==> src/pdt_pkg.sv <==
// Purpose: shared constants and types for the pd transmit timing block
// Assumes: apb with 32-bit data, register index times four is the address
// Notes:   printed register offsets are indexes, not byte addresses
package pdt_pkg;

  localparam int unsigned ADDR_W        = 16;
  // register indexes; byte address is index * 4
  localparam logic [13:0] IDX_PREAMBLE  = 14'h1a06;
  localparam logic [13:0] IDX_BITPERIOD = 14'h1a07;
  localparam logic [13:0] IDX_TURNAROUND = 14'h1a08;
  localparam logic [13:0] IDX_ABORTCAUSE = 14'h1a09;
  localparam logic [13:0] IDX_CONTROL   = 14'h1a40;

  localparam logic [6:0] PREAMBLE_RST   = 7'h40;
  localparam logic [7:0] BITPERIOD_RST  = 8'h00;
  localparam logic [5:0] TURNAROUND_RST = 6'h15;
  localparam logic [7:0] CAUSE_RST      = 8'h00;
  localparam logic [7:0] CAUSE_MASK     = 8'hf7;

  // abort cause bit positions
  localparam int unsigned CB_PROTO_ERR  = 7;
  localparam int unsigned CB_SW_RX      = 6;
  localparam int unsigned CB_AUTO_RX    = 5;
  localparam int unsigned CB_AUTO_BUSY  = 4;
  localparam int unsigned CB_SW_BUSY    = 2;
  localparam int unsigned CB_SW_ABORT   = 1;
  localparam int unsigned CB_GO_OFF     = 0;

  // control register bit positions
  localparam int unsigned CTL_GO        = 0;
  localparam int unsigned CTL_ABORT     = 1;
  localparam int unsigned CTL_ENABLE    = 2;
  localparam int unsigned CTL_BUSY      = 3;
  localparam int unsigned CTL_AUTO      = 4;

  // free-running microsecond tick
  localparam int unsigned CLK_PERIOD_PS = 5000;
  localparam int unsigned TICK_TIME_US  = 1;
  localparam int unsigned TICK_CYCLES   =
    (TICK_TIME_US * 1000000) / CLK_PERIOD_PS;
  localparam logic [7:0] TICK_LAST      = 8'(TICK_CYCLES - 1);

  localparam int unsigned FIFO_DEPTH    = 2;

  typedef enum logic [2:0] {
    ST_IDLE = 3'b000,
    ST_TURN = 3'b001,
    ST_PRE  = 3'b010,
    ST_DATA = 3'b011,
    ST_ACK  = 3'b100
  } pdt_state_t;

  typedef struct packed {
    logic [7:0] data;
    logic       last;
  } pdt_word_t;

endpackage : pdt_pkg

==> src/pdt_tx_timing.sv <==
// Purpose: transmit timing, preamble, turnaround and abort cause logging
// Assumes: all inputs synchronous to CLOCK_I, packet bytes pre-encoded
// Notes:   apb slave answers in the second access cycle
//
// The APB interface to the registers was chosen for this implementation.
`timescale 1ns/1ps

// Contract
// - send exactly preamble_bit_count preamble bits; zero is not rejected
// - each bit lasts bit_period_count_field plus one clock cycles
// - wait turnaround_microseconds ticks before transmitting; zero unchecked
// - once any cause bit is set hardware leaves the register untouched
// - cause bits set by hardware, cleared by software writing one
// - bit 7: protocol error while awaiting goodcrc acknowledgement
// - bit 6: software transmit lost to reception during turnaround
// - bit 5: auto retry lost to reception during turnaround
// - bit 4: auto retry finds line busy after turnaround
// - bit 2: software transmit finds line busy after turnaround
// - bit 1: software abort during software transmit
// - bit 0: go command issued while transmitter disabled
// - every abort pulses the aborted output; all but a software abort of an auto retry log the reason
module pdt_tx_timing
  import pdt_pkg::*;
(
  input  wire logic              CLOCK_I,
  input  wire logic              RESETN_I,
  input  wire logic              PSEL_I,
  input  wire logic              PENABLE_I,
  input  wire logic              PWRITE_I,
  input  wire logic [ADDR_W-1:0] PADDR_I,
  input  wire logic [31:0]       PWDATA_I,
  output logic      [31:0]       PRDATA_O,
  output logic                   PREADY_O,
  output logic                   PSLVERR_O,
  input  wire pdt_word_t         S_WORD_I,
  input  wire logic              S_VALID_I,
  output logic                   S_READY_O,
  input  wire logic              RETRY_REQ_I,
  input  wire logic              LINE_BUSY_I,
  input  wire logic              RX_START_I,
  input  wire logic              RX_HRST_I,
  input  wire logic              RX_MSG_I,
  input  wire logic              RX_GOODCRC_I,
  input  wire logic              RX_PING_I,
  input  wire logic              ACK_TIMEOUT_I,
  output logic                   TX_BIT_O,
  output logic                   TX_ACTIVE_O,
  output logic                   TX_ABORTED_O
);

  ////////////////////////////////////////////////////////////////////////////
  // declarations
  pdt_state_t  state_r;
  pdt_state_t  state_nxt;
  logic [6:0]  preamble_r;
  logic [7:0]  bit_period_r;
  logic [5:0]  turnaround_r;
  logic [7:0]  cause_r;
  logic [7:0]  cause_nxt;
  logic [7:0]  cause_set;
  logic [7:0]  cause_clr;
  logic        tx_en_r;
  logic        auto_r;
  logic        auto_nxt;
  logic        abort_ev;
  logic [7:0]  tick_cnt_r;
  logic        tick;
  logic [5:0]  ta_cnt_r;
  logic [7:0]  bit_cnt_r;
  logic        bit_end;
  logic [6:0]  pre_cnt_r;
  logic [7:0]  shift_r;
  logic [2:0]  bit_idx_r;
  logic        last_r;
  logic        have_byte_r;
  logic        pop;
  logic        pre_done;
  logic        byte_done;
  logic        push;
  pdt_word_t   fifo_mem [FIFO_DEPTH];
  logic        wr_ptr_r;
  logic        rd_ptr_r;
  logic [1:0]  count_r;
  logic [1:0]  count_nxt;
  logic        fifo_valid;
  logic        s_ready_r;
  logic        pready_r;
  logic        pslverr_r;
  logic [31:0] prdata_r;
  logic        setup_hit;
  logic        commit;
  logic        wr_commit;
  logic [13:0] idx;
  logic        idx_ok;
  logic        addr_ok;
  logic [31:0] rd_val;
  logic        go_wr;
  logic        abort_wr;
  logic        rx_begin;
  logic        tx_bit_r;
  logic        tx_active_r;
  logic        tx_aborted_r;

  ////////////////////////////////////////////////////////////////////////////
  // apb slave: one wait state, answer from flops
  assign idx       = PADDR_I[15:2];
  assign setup_hit = PSEL_I & PENABLE_I & ~pready_r;
  assign commit    = PSEL_I & PENABLE_I & pready_r;
  assign wr_commit = commit & PWRITE_I & ~pslverr_r;

  always_comb begin
    rd_val = 32'h0000_0000;
    idx_ok = 1'b1;
    if (idx == IDX_PREAMBLE) begin
      rd_val[6:0] = preamble_r;
    end else if (idx == IDX_BITPERIOD) begin
      rd_val[7:0] = bit_period_r;
    end else if (idx == IDX_TURNAROUND) begin
      rd_val[5:0] = turnaround_r;
    end else if (idx == IDX_ABORTCAUSE) begin
      rd_val[7:0] = cause_r;
    end else if (idx == IDX_CONTROL) begin
      rd_val[CTL_ENABLE] = tx_en_r;
      rd_val[CTL_BUSY]   = (state_r != ST_IDLE);
      rd_val[CTL_AUTO]   = auto_r;
    end else begin
      idx_ok = 1'b0;
    end
  end

  // misaligned addresses are refused like unmapped ones
  assign addr_ok = idx_ok & (PADDR_I[1:0] == 2'b00);

  always_ff @(posedge CLOCK_I) begin
    if (!RESETN_I) begin
      pready_r  <= 1'b0;
      pslverr_r <= 1'b0;
      prdata_r  <= 32'h0000_0000;
    end else begin
      pready_r  <= setup_hit;
      pslverr_r <= setup_hit & ~addr_ok;
      if (setup_hit) begin
        prdata_r <= PWRITE_I ? 32'h0000_0000 : rd_val;
      end
    end
  end

  assign go_wr    = wr_commit & (idx == IDX_CONTROL) & PWDATA_I[CTL_GO];
  assign abort_wr = wr_commit & (idx == IDX_CONTROL) & PWDATA_I[CTL_ABORT];

  always_ff @(posedge CLOCK_I) begin
    if (!RESETN_I) begin
      preamble_r   <= PREAMBLE_RST;
      bit_period_r <= BITPERIOD_RST;
      turnaround_r <= TURNAROUND_RST;
      tx_en_r      <= 1'b0;
    end else if (wr_commit) begin
      if (idx == IDX_PREAMBLE) begin
        preamble_r <= PWDATA_I[6:0];
      end else if (idx == IDX_BITPERIOD) begin
        bit_period_r <= PWDATA_I[7:0];
      end else if (idx == IDX_TURNAROUND) begin
        turnaround_r <= PWDATA_I[5:0];
      end else if (idx == IDX_CONTROL) begin
        tx_en_r <= PWDATA_I[CTL_ENABLE];
      end
    end
  end

  ////////////////////////////////////////////////////////////////////////////
  // two-entry buffer; ready registered so it comes from a flop
  assign fifo_valid = (count_r != 2'd0);
  assign push       = S_VALID_I & s_ready_r;
  // next byte loads on the closing edge of the bit before it: no gap
  assign pre_done   = (state_r == ST_PRE) & bit_end &
                      ((pre_cnt_r + 7'h01) == preamble_r);
  assign byte_done  = (state_r == ST_DATA) & have_byte_r & bit_end &
                      (bit_idx_r == 3'd7);
  assign pop        = fifo_valid & (pre_done | (byte_done & ~last_r) |
                      ((state_r == ST_DATA) & ~have_byte_r));

  always_comb begin
    count_nxt = count_r;
    if (abort_ev) begin
      count_nxt = 2'd0;
    end else if (push & ~pop) begin
      count_nxt = count_r + 2'd1;
    end else if (pop & ~push) begin
      count_nxt = count_r - 2'd1;
    end
  end

  always_ff @(posedge CLOCK_I) begin
    if (!RESETN_I) begin
      count_r   <= 2'd0;
      wr_ptr_r  <= 1'b0;
      rd_ptr_r  <= 1'b0;
      s_ready_r <= 1'b0;
    end else begin
      count_r   <= count_nxt;
      s_ready_r <= (count_nxt != 2'(FIFO_DEPTH));
      // a flush drops every queued byte, even when no frame was under way
      if (abort_ev) begin
        wr_ptr_r <= 1'b0;
        rd_ptr_r <= 1'b0;
      end else begin
        if (push) begin
          wr_ptr_r <= ~wr_ptr_r;
        end
        if (pop) begin
          rd_ptr_r <= ~rd_ptr_r;
        end
      end
    end
  end

  always_ff @(posedge CLOCK_I) begin
    if (push) begin
      fifo_mem[wr_ptr_r] <= S_WORD_I;
    end
  end

  ////////////////////////////////////////////////////////////////////////////
  // timers
  assign tick = (tick_cnt_r == TICK_LAST);

  always_ff @(posedge CLOCK_I) begin
    if (!RESETN_I) begin
      tick_cnt_r <= 8'h00;
    end else begin
      tick_cnt_r <= tick ? 8'h00 : tick_cnt_r + 8'h01;
    end
  end

  // first tick may come early, hence software adds one
  always_ff @(posedge CLOCK_I) begin
    if (!RESETN_I || state_r != ST_TURN) begin
      ta_cnt_r <= 6'h00;
    end else if (tick) begin
      ta_cnt_r <= ta_cnt_r + 6'h01;
    end
  end

  assign bit_end = (bit_cnt_r == bit_period_r);

  always_ff @(posedge CLOCK_I) begin
    if (!RESETN_I || bit_end || pop) begin
      bit_cnt_r <= 8'h00;
    end else if (state_r == ST_PRE ||
                 (state_r == ST_DATA && have_byte_r)) begin
      bit_cnt_r <= bit_cnt_r + 8'h01;
    end else begin
      bit_cnt_r <= 8'h00;
    end
  end

  ////////////////////////////////////////////////////////////////////////////
  // sequencing and abort causes
  assign rx_begin = RX_START_I | RX_HRST_I;

  always_comb begin
    state_nxt = state_r;
    auto_nxt  = auto_r;
    cause_set = 8'h00;
    abort_ev  = 1'b0;
    case (state_r)
      ST_IDLE: begin
        if (go_wr && !tx_en_r) begin
          cause_set[CB_GO_OFF] = 1'b1;
          abort_ev             = 1'b1;
        end else if (go_wr) begin
          state_nxt = ST_TURN;
          auto_nxt  = 1'b0;
        end else if (RETRY_REQ_I && tx_en_r) begin
          state_nxt = ST_TURN;
          auto_nxt  = 1'b1;
        end
      end
      ST_TURN: begin
        if (rx_begin) begin
          cause_set[CB_SW_RX]   = ~auto_r;
          cause_set[CB_AUTO_RX] = auto_r;
          abort_ev              = 1'b1;
        end else if (tick && (ta_cnt_r + 6'h01) == turnaround_r) begin
          if (LINE_BUSY_I) begin
            cause_set[CB_SW_BUSY]   = ~auto_r;
            cause_set[CB_AUTO_BUSY] = auto_r;
            abort_ev                = 1'b1;
          end else begin
            state_nxt = ST_PRE;
          end
        end
      end
      ST_PRE: begin
        if (bit_end && (pre_cnt_r + 7'h01) == preamble_r) begin
          state_nxt = ST_DATA;
        end
      end
      ST_DATA: begin
        if (have_byte_r && bit_end && bit_idx_r == 3'd7 && last_r) begin
          state_nxt = ST_ACK;
        end
      end
      ST_ACK: begin
        if (RX_HRST_I ||
            (RX_MSG_I && !RX_GOODCRC_I && !RX_PING_I)) begin
          cause_set[CB_PROTO_ERR] = 1'b1;
          abort_ev                = 1'b1;
        end else if ((RX_MSG_I && RX_GOODCRC_I) || ACK_TIMEOUT_I) begin
          state_nxt = ST_IDLE;
        end
      end
      default: begin
        state_nxt = ST_IDLE;
      end
    endcase
    // software abort outranks the per-state outcome
    if (abort_wr && state_r != ST_IDLE) begin
      cause_set[CB_SW_ABORT] = ~auto_r;
      abort_ev               = 1'b1;
    end
    if (abort_ev) begin
      state_nxt = ST_IDLE;
    end
  end

  // locked while nonzero; a set meeting the final clear is lost
  always_comb begin
    cause_clr = 8'h00;
    if (wr_commit && idx == IDX_ABORTCAUSE) begin
      cause_clr = PWDATA_I[7:0] & CAUSE_MASK;
    end
    cause_nxt = cause_r & ~cause_clr;
    if (cause_r == 8'h00) begin
      cause_nxt = cause_set & CAUSE_MASK;
    end
  end

  always_ff @(posedge CLOCK_I) begin
    if (!RESETN_I) begin
      state_r <= ST_IDLE;
      auto_r  <= 1'b0;
      cause_r <= CAUSE_RST;
    end else begin
      state_r <= state_nxt;
      auto_r  <= auto_nxt;
      cause_r <= cause_nxt;
    end
  end

  ////////////////////////////////////////////////////////////////////////////
  // bit serialiser: preamble then bytes lsb first
  always_ff @(posedge CLOCK_I) begin
    if (!RESETN_I || state_r != ST_PRE) begin
      pre_cnt_r <= 7'h00;
    end else if (bit_end) begin
      pre_cnt_r <= pre_cnt_r + 7'h01;
    end
  end

  // an empty buffer mid-frame holds the line until a byte arrives
  always_ff @(posedge CLOCK_I) begin
    if (!RESETN_I || (state_r != ST_DATA && !pop)) begin
      have_byte_r <= 1'b0;
      bit_idx_r   <= 3'd0;
      shift_r     <= 8'h00;
      last_r      <= 1'b0;
    end else if (pop) begin
      have_byte_r <= 1'b1;
      bit_idx_r   <= 3'd0;
      shift_r     <= fifo_mem[rd_ptr_r].data;
      last_r      <= fifo_mem[rd_ptr_r].last;
    end else if (have_byte_r && bit_end) begin
      bit_idx_r <= bit_idx_r + 3'd1;
      if (bit_idx_r == 3'd7) begin
        have_byte_r <= 1'b0;
      end
    end
  end

  always_ff @(posedge CLOCK_I) begin
    if (!RESETN_I) begin
      tx_bit_r     <= 1'b0;
      tx_active_r  <= 1'b0;
      tx_aborted_r <= 1'b0;
    end else begin
      if (state_r == ST_PRE) begin
        tx_bit_r <= pre_cnt_r[0];
      end else if (state_r == ST_DATA && have_byte_r) begin
        tx_bit_r <= shift_r[bit_idx_r];
      end else begin
        tx_bit_r <= 1'b0;
      end
      tx_active_r  <= (state_r == ST_PRE) || (state_r == ST_DATA);
      tx_aborted_r <= abort_ev;
    end
  end

  ////////////////////////////////////////////////////////////////////////////
  // outputs
  assign PRDATA_O     = prdata_r;
  assign PREADY_O     = pready_r;
  assign PSLVERR_O    = pslverr_r;
  assign S_READY_O    = s_ready_r;
  assign TX_BIT_O     = tx_bit_r;
  assign TX_ACTIVE_O  = tx_active_r;
  assign TX_ABORTED_O = tx_aborted_r;

endmodule : pdt_tx_timing

==> config.mk <==
export PLATFORM = sky130hd
export DESIGN_NAME = pdt_tx_timing
export DESIGN_NICKNAME = d
export VERILOG_FILES = /design/src/pdt_pkg.sv /design/src/pdt_tx_timing.sv
export SDC_FILE = /design/constraint.sdc
export NUM_CORES = 1
export LEC_CHECK = 0
export ABC_AREA = 1
export BUFFER_PORTS_ARGS = -buffer_cell sky130_fd_sc_hd__buf_2
export CAP_MARGIN = 20
export CORE_MARGIN = 10
export CORE_UTILIZATION = 38
export CTS_CLUSTER_DIAMETER = 120
export DETAILED_ROUTE_END_ITERATION = 16
export PLACE_DENSITY_LB_ADDON = 0.1
export SLEW_MARGIN = 20
export SYNTH_ARGS = -nofsm -noshare
export SYNTH_HDL_FRONTEND = slang
export SYNTH_SLANG_ARGS = --single-unit
==> constraint.sdc <==
create_clock -name CLOCK_I -period 2 [get_ports CLOCK_I]
set_clock_uncertainty 0.15 [all_clocks]
set_input_delay 0.3 -clock CLOCK_I [delete_from_list [all_inputs] [get_ports CLOCK_I]]
set_output_delay 0.3 -clock CLOCK_I [all_outputs]
set_load 0.02 [all_outputs]
Word level (Yosys, flattened, before mapping)
Memory sizes are Yosys's and may differ from the RTL's. A register that Yosys moved wholly into a read port is not among the register bits. Cells that the tools add are included.

$add $sub $neg: 7. Order comparisons: 1. Eq/ne operators: 27. Multiplexer cells: 61. Bitwise gates (word level): 42. Reduce and logical (&&, ||, !) cells: 48.

Operators by type and width (count): $eq 14x13->1 const B (5); $mux 3 (14); $mux 1 (32); $mux 8 (4); $and 1x1->1 (21); $add 8x1->8 const B (2); $not 1->1 (16); $pmux 3 s5 (1); $logic_and 1x1->1 (14); $ne 2x2->1 const B (7); $mux 2 (6); $reduce_or 2->1 (5); $logic_or 1x1->1 (9); $reduce_and 9->1 (1); $and 8x8->8 (1); $eq 8x8->1 (1); $eq 8x8->1 const B (1); $logic_not 8->1 (1); $not 8->8 (1); $reduce_bool 2->1 (4); $add 7x1->7 const B (1); $eq 7x7->1 (1); $mux 7 (1); $add 6x1->6 const B (1); other kinds (24) (36).

Bits in registers: 109. Bits in writable memories: 18. Output and inout port bits: 38. Memories kept: 1.

Memory list: fifo_mem (words 2, width 9, read ports 1, clocked after Yosys merged registers in 1, write ports 1, RTL line pdt_tx_timing.sv:80) `pdt_word_t fifo_mem [FIFO_DEPTH];`.

Logic depth before layout (Yosys ltp)
Depth in word-level cells: 13. Mapped depth: 20. Gate-level depth less buffers: 20.

Worst setup path before layout
No wires, ideal clock.

Path kind: register to register. Start: reg pre_cnt_r[0]. End: reg s_ready_r (netlist: S_READY_O). Arrival: 1.734 ns. Slack: 0.003 ns. Stages on the path, launching flop included: 19. Buffers on the path: 0. Clock period less this slack: 1.997 ns. Path through: dfxtp_1 ha_1 nand2_1 o21bai_1 nand2_1 nand2_1 nand2_1 inv_1 nand2_1 nor2_1 nand3_1 nand2_2 nand2_4 nand3_1 nand2_1 nor2_1 nand2_1 nand2_1 nand2_1.

Word-level cells in the longest chain between the ends: 11.

Ends and longest elaborated chain: from (decl) (RTL line pdt_tx_timing.sv:71) `logic [6:0] pre_cnt_r;`; from (signal assigned) (RTL line pdt_tx_timing.sv:357) `pre_cnt_r <= pre_cnt_r + 7'h01;`; $add 7x1->7 (*) (RTL line pdt_tx_timing.sv:176) `((pre_cnt_r + 7'h01) == preamble_r);`; $eq 7x7->1 (*) (RTL line pdt_tx_timing.sv:176); $and 1x1->1 (*) (RTL line pdt_tx_timing.sv:175) `assign pre_done = (state_r == ST_PRE) & bit_end &`; $or 1x1->1 (*) (2 in a row) (RTL line pdt_tx_timing.sv:179) `assign pop = fifo_valid & (pre_done | (byte_done & ~last_r) |`; $and 1x1->1 (*) (RTL line pdt_tx_timing.sv:179); $and 1x1->1 / $not 1->1 (equally long branches) (RTL line pdt_tx_timing.sv:188, pdt_tx_timing.sv:186); $mux 2 / $and 1x1->1 (equally long branches) (RTL line pdt_tx_timing.sv:188, pdt_tx_timing.sv:186); $mux 2 (*) (RTL line pdt_tx_timing.sv:186) `end else if (push & ~pop) begin`; $mux 2 (*) (RTL line pdt_tx_timing.sv:184) `if (abort_ev) begin`; $ne 2x2->1 (*) (RTL line pdt_tx_timing.sv:201) `s_ready_r <= (count_nxt != 2'(FIFO_DEPTH));`; to (signal assigned) (RTL line pdt_tx_timing.sv:201); to (decl) (RTL line pdt_tx_timing.sv:86) `logic s_ready_r;`.

Every way passes the cells marked *; elsewhere a longest branch is shown, timed or not. A chain may end at the register's enable or synchronous reset.

Worst setup path in the final report
Ends and elaborated chain as after synthesis.

==> flow_metrics.env <==
export IMPL_status="finished with violations"
export IMPL_failed_checks="negative setup slack"
export IMPL_hp_class="input pin to flip-flop"
export IMPL_syn_to_final_growth_pct=32.8
export IMPL_r2r_start="pre_cnt_r[0]$_SDFFE_PP0N_"
export IMPL_synth_flop_cell="dfxtp_1"
export IMPL_synthArstFlopShare=0
export IMPL_fin_cells=1115
export IMPL_setup_viol=20
export IMPL_pin_count=109
export IMPL_utilization=0.510
export IMPL_insertion_delay_ps=370
export IMPL_place_area_mm2=0.00658
export IMPL_worstPathCellList="ha_4, xnor2_2, o21ai_1, nor2_1, nand3_2, nor2_4, nand3_2, nand2_4, nand2_8, nand3_2, nand2_1, nor2_2, nand2_2, nand2_1, nand2_1"
export IMPL_tightest_slew_ps=622
export IMPL_drive_above_1_share=0.274
export IMPL_p_total_mw=4.99
export IMPL_synth_distinct_cells=41
export IMPL_first_global_vias=5160
export IMPL_initial_core_util=0.384
export IMPL_via_per_inst=4.77
export IMPL_relSlewSlack=0.584
export IMPL_hold_depth=3
export IMPL_slew_violations=0
export IMPL_ys_warn_count=0
export IMPL_reg2reg_depth=15
export IMPL_placed_cells=1078
export IMPL_dp_hpwl_um=12200
export IMPL_cp_top_family="simple AND/OR/NAND/NOR gates"
export IMPL_r2r_end="S_READY_O$_SDFF_PN0_"
export IMPL_place_ws_ps=-254
export IMPL_clock_path_buffers=2
export IMPL_holdCritStartpoint="PWDATA_I[4]"
export IMPL_final_common_cell="nand2_1"
export IMPL_diodes=0
export IMPL_grt_total_usage=0.157
export IMPL_synth_cell_area_mm2=0.00554
export IMPL_dieHeight_um=141
export IMPL_max_freq_ghz=0.458
export IMPL_endpoint_kind="flip-flop"
export IMPL_rsz0062_at_grt="yes"
export IMPL_tns_ps=-1760
export IMPL_yosysSeqAreaShare=0.434
export IMPL_drtAntennaViolNets=0
export IMPL_overflow=0
export IMPL_crit_arrival_ps=2300
export IMPL_period_minus_slack_ps=2180
export IMPL_r2r_slack_ps=-180
export IMPL_dieArea_mm2=0.0198
export IMPL_holdPathEnd="turnaround_r[4]$_SDFFE_PN1P_"
export IMPL_synth_top_cell_area_share=0.336
export IMPL_worst_path_max_delay_cell="dfxtp_4"
export IMPL_cap_violations=0
export IMPL_path_max_fanout=6
export IMPL_finalNetCount=1004
export IMPL_antenna_found_initial=0
export IMPL_drc_errors=0
export IMPL_clock_sinks=111
export IMPL_power_leakage_nw=3.20
export IMPL_cts_root_buf="clkbuf_16"
export IMPL_wl_per_cell_um=14.3
export IMPL_hold_ws_ps=27.3
export IMPL_synthTopCellsByArea="dfxtp_1, nand2_1, edfxtp_1"
export IMPL_required_ps=2120
export IMPL_fin_crit_sh=1.09
export IMPL_core_area_mm2=0.0144
export IMPL_grt_pass1_wl_um=25300
export IMPL_netlist_instances=759
export IMPL_via_count=5314
export IMPL_synth_area_leader_cell="dfxtp_1"
export IMPL_grt_max_degree=28
export IMPL_h_tree_depth=3
export IMPL_peakVddDrop_uv=542
export IMPL_dieWidth_um=141
export IMPL_wl_um=16000
export IMPL_cts_inserted_buffers=9
export IMPL_worstSetupPathType="flip-flop to flip-flop"
export IMPL_drtIter0Drc=282
export IMPL_critPathLaunchType="flip-flop"
export IMPL_synth_edff_count=18
export IMPL_critPathBufInv=0
export IMPL_clkTransAtPathRegs_ps=90
export IMPL_power_density_mw_per_mm2=679
export IMPL_globalplace_congestion=0.923
export IMPL_avgSynthCellArea_um2=7.29
export IMPL_hold_viol_final=0
export IMPL_final_area_mm2=0.00735
export IMPL_setup_ws_ps=-185
export IMPL_drt_pass1_iterations=5
export IMPL_ys_ff_latch=111
export IMPL_io_buffer_count=60
export IMPL_cp_slowest_stage_delay_ps=360
export IMPL_rows=44
export IMPL_mostFrequentLayoutCells="nand2_1, inv_1, buf_4, dfxtp_1, nor2_1"
export IMPL_cts_tree="built"
==> how the worst max path moves through the flow <==
stage,to,slack (ps),cells after the start,start
after global routing,S_READY_O$_SDFF_PN0_,-310,17,bit_period_r[0]$_SDFFE_PN0P_
after global placement,S_READY_O$_SDFF_PN0_,-160,18,pre_cnt_r[0]$_SDFFE_PP0N_
after CTS,S_READY_O$_SDFF_PN0_,-130,15,pre_cnt_r[0]$_SDFFE_PP0N_
after floorplan,S_READY_O$_SDFF_PN0_,3,18,pre_cnt_r[0]$_SDFFE_PP0N_
final,S_READY_O$_SDFF_PN0_,-180,15,pre_cnt_r[0]$_SDFFE_PP0N_
after detailed placement,S_READY_O$_SDFF_PN0_,-250,18,pre_cnt_r[0]$_SDFFE_PP0N_
==> final cells by class <==
type	count	area (um^2)
sequential	111	2430
tap	184	230
fill	1422	7070
multi-input combinational	517	2790
clock inverter	7	75.1
clock buffer	9	225
timing repair buffer	168	1140
inverter	119	452
==> cells in the mapped netlist, drive strengths merged, types with 7 or more instances <==
| library cell | n |
|---|---|
| a21oi | 65 |
| buf | 27 |
| clkbuf | 9 |
| dfxtp | 93 |
| edfxtp | 18 |
| ha | 7 |
| inv | 117 |
| nand2 | 159 |
| nand3 | 30 |
| nand4 | 7 |
| nor2 | 90 |
| nor3 | 16 |
| o211ai | 18 |
| o21ai | 57 |
| xor2 | 12 |
==> sequential cells by signal (all words and copies together) (netlist names), 2 cells and up <==
| signal | flops |
|---|---|
| state_r | 3 |
| cause_r | 7 |
| bit_period_r | 8 |
| bit_idx_r | 3 |
| preamble_r | 7 |
| count_r | 2 |
| shift_r | 8 |
| bit_cnt_r | 8 |
| PRDATA_O | 8 |
| ta_cnt_r | 6 |
| pre_cnt_r | 7 |
| tick_cnt_r | 8 |
| fifo_mem | 18 |
| turnaround_r | 6 |
==> what timing repair did <==
action / 4_1_cts / 5_1_grt
hold endpoints to repair: 19 / 0
hold buffers: 10 / 0
cloned: 1 / 0
resized for setup: 27 / 56
pin swaps: 15 / 17
endpoints found under the setup margin: 24 / 32
setup buffers: 5 / 5
==> logic make-up after synthesis <==
kind of cell | synth area share
compound gates | 0.156
xor+xnor | 0.0253
fa+ha+maj | 0.0158
buf+inv | 0.123
flops | 0.434
other cells | 0.000677
simple gates | 0.246
==> where the power goes <==
part	internal, mW	switching [mW]	total [mW]
Combinational	0.288	0.471	0.758
Clock	0.884	0.945	1.83
Sequential	2.36	0.0422	2.40
Total	3.53	1.46	4.99
==> tightest hold or removal path, stage by stage <==
cell and delay (ps):
buf_2 90, a21oi_1 50, o21ai_0 60
==> metal layers <==
metal  GRT usage  up-vias  wire length [um]
met5           0        -                 0
met4      0.0413        0               281
met3      0.0464       19               888
met2       0.281      116              7930
met1       0.176     2434              6870
li1            -     2745                 -
Power figures use the tool's default switching activity.
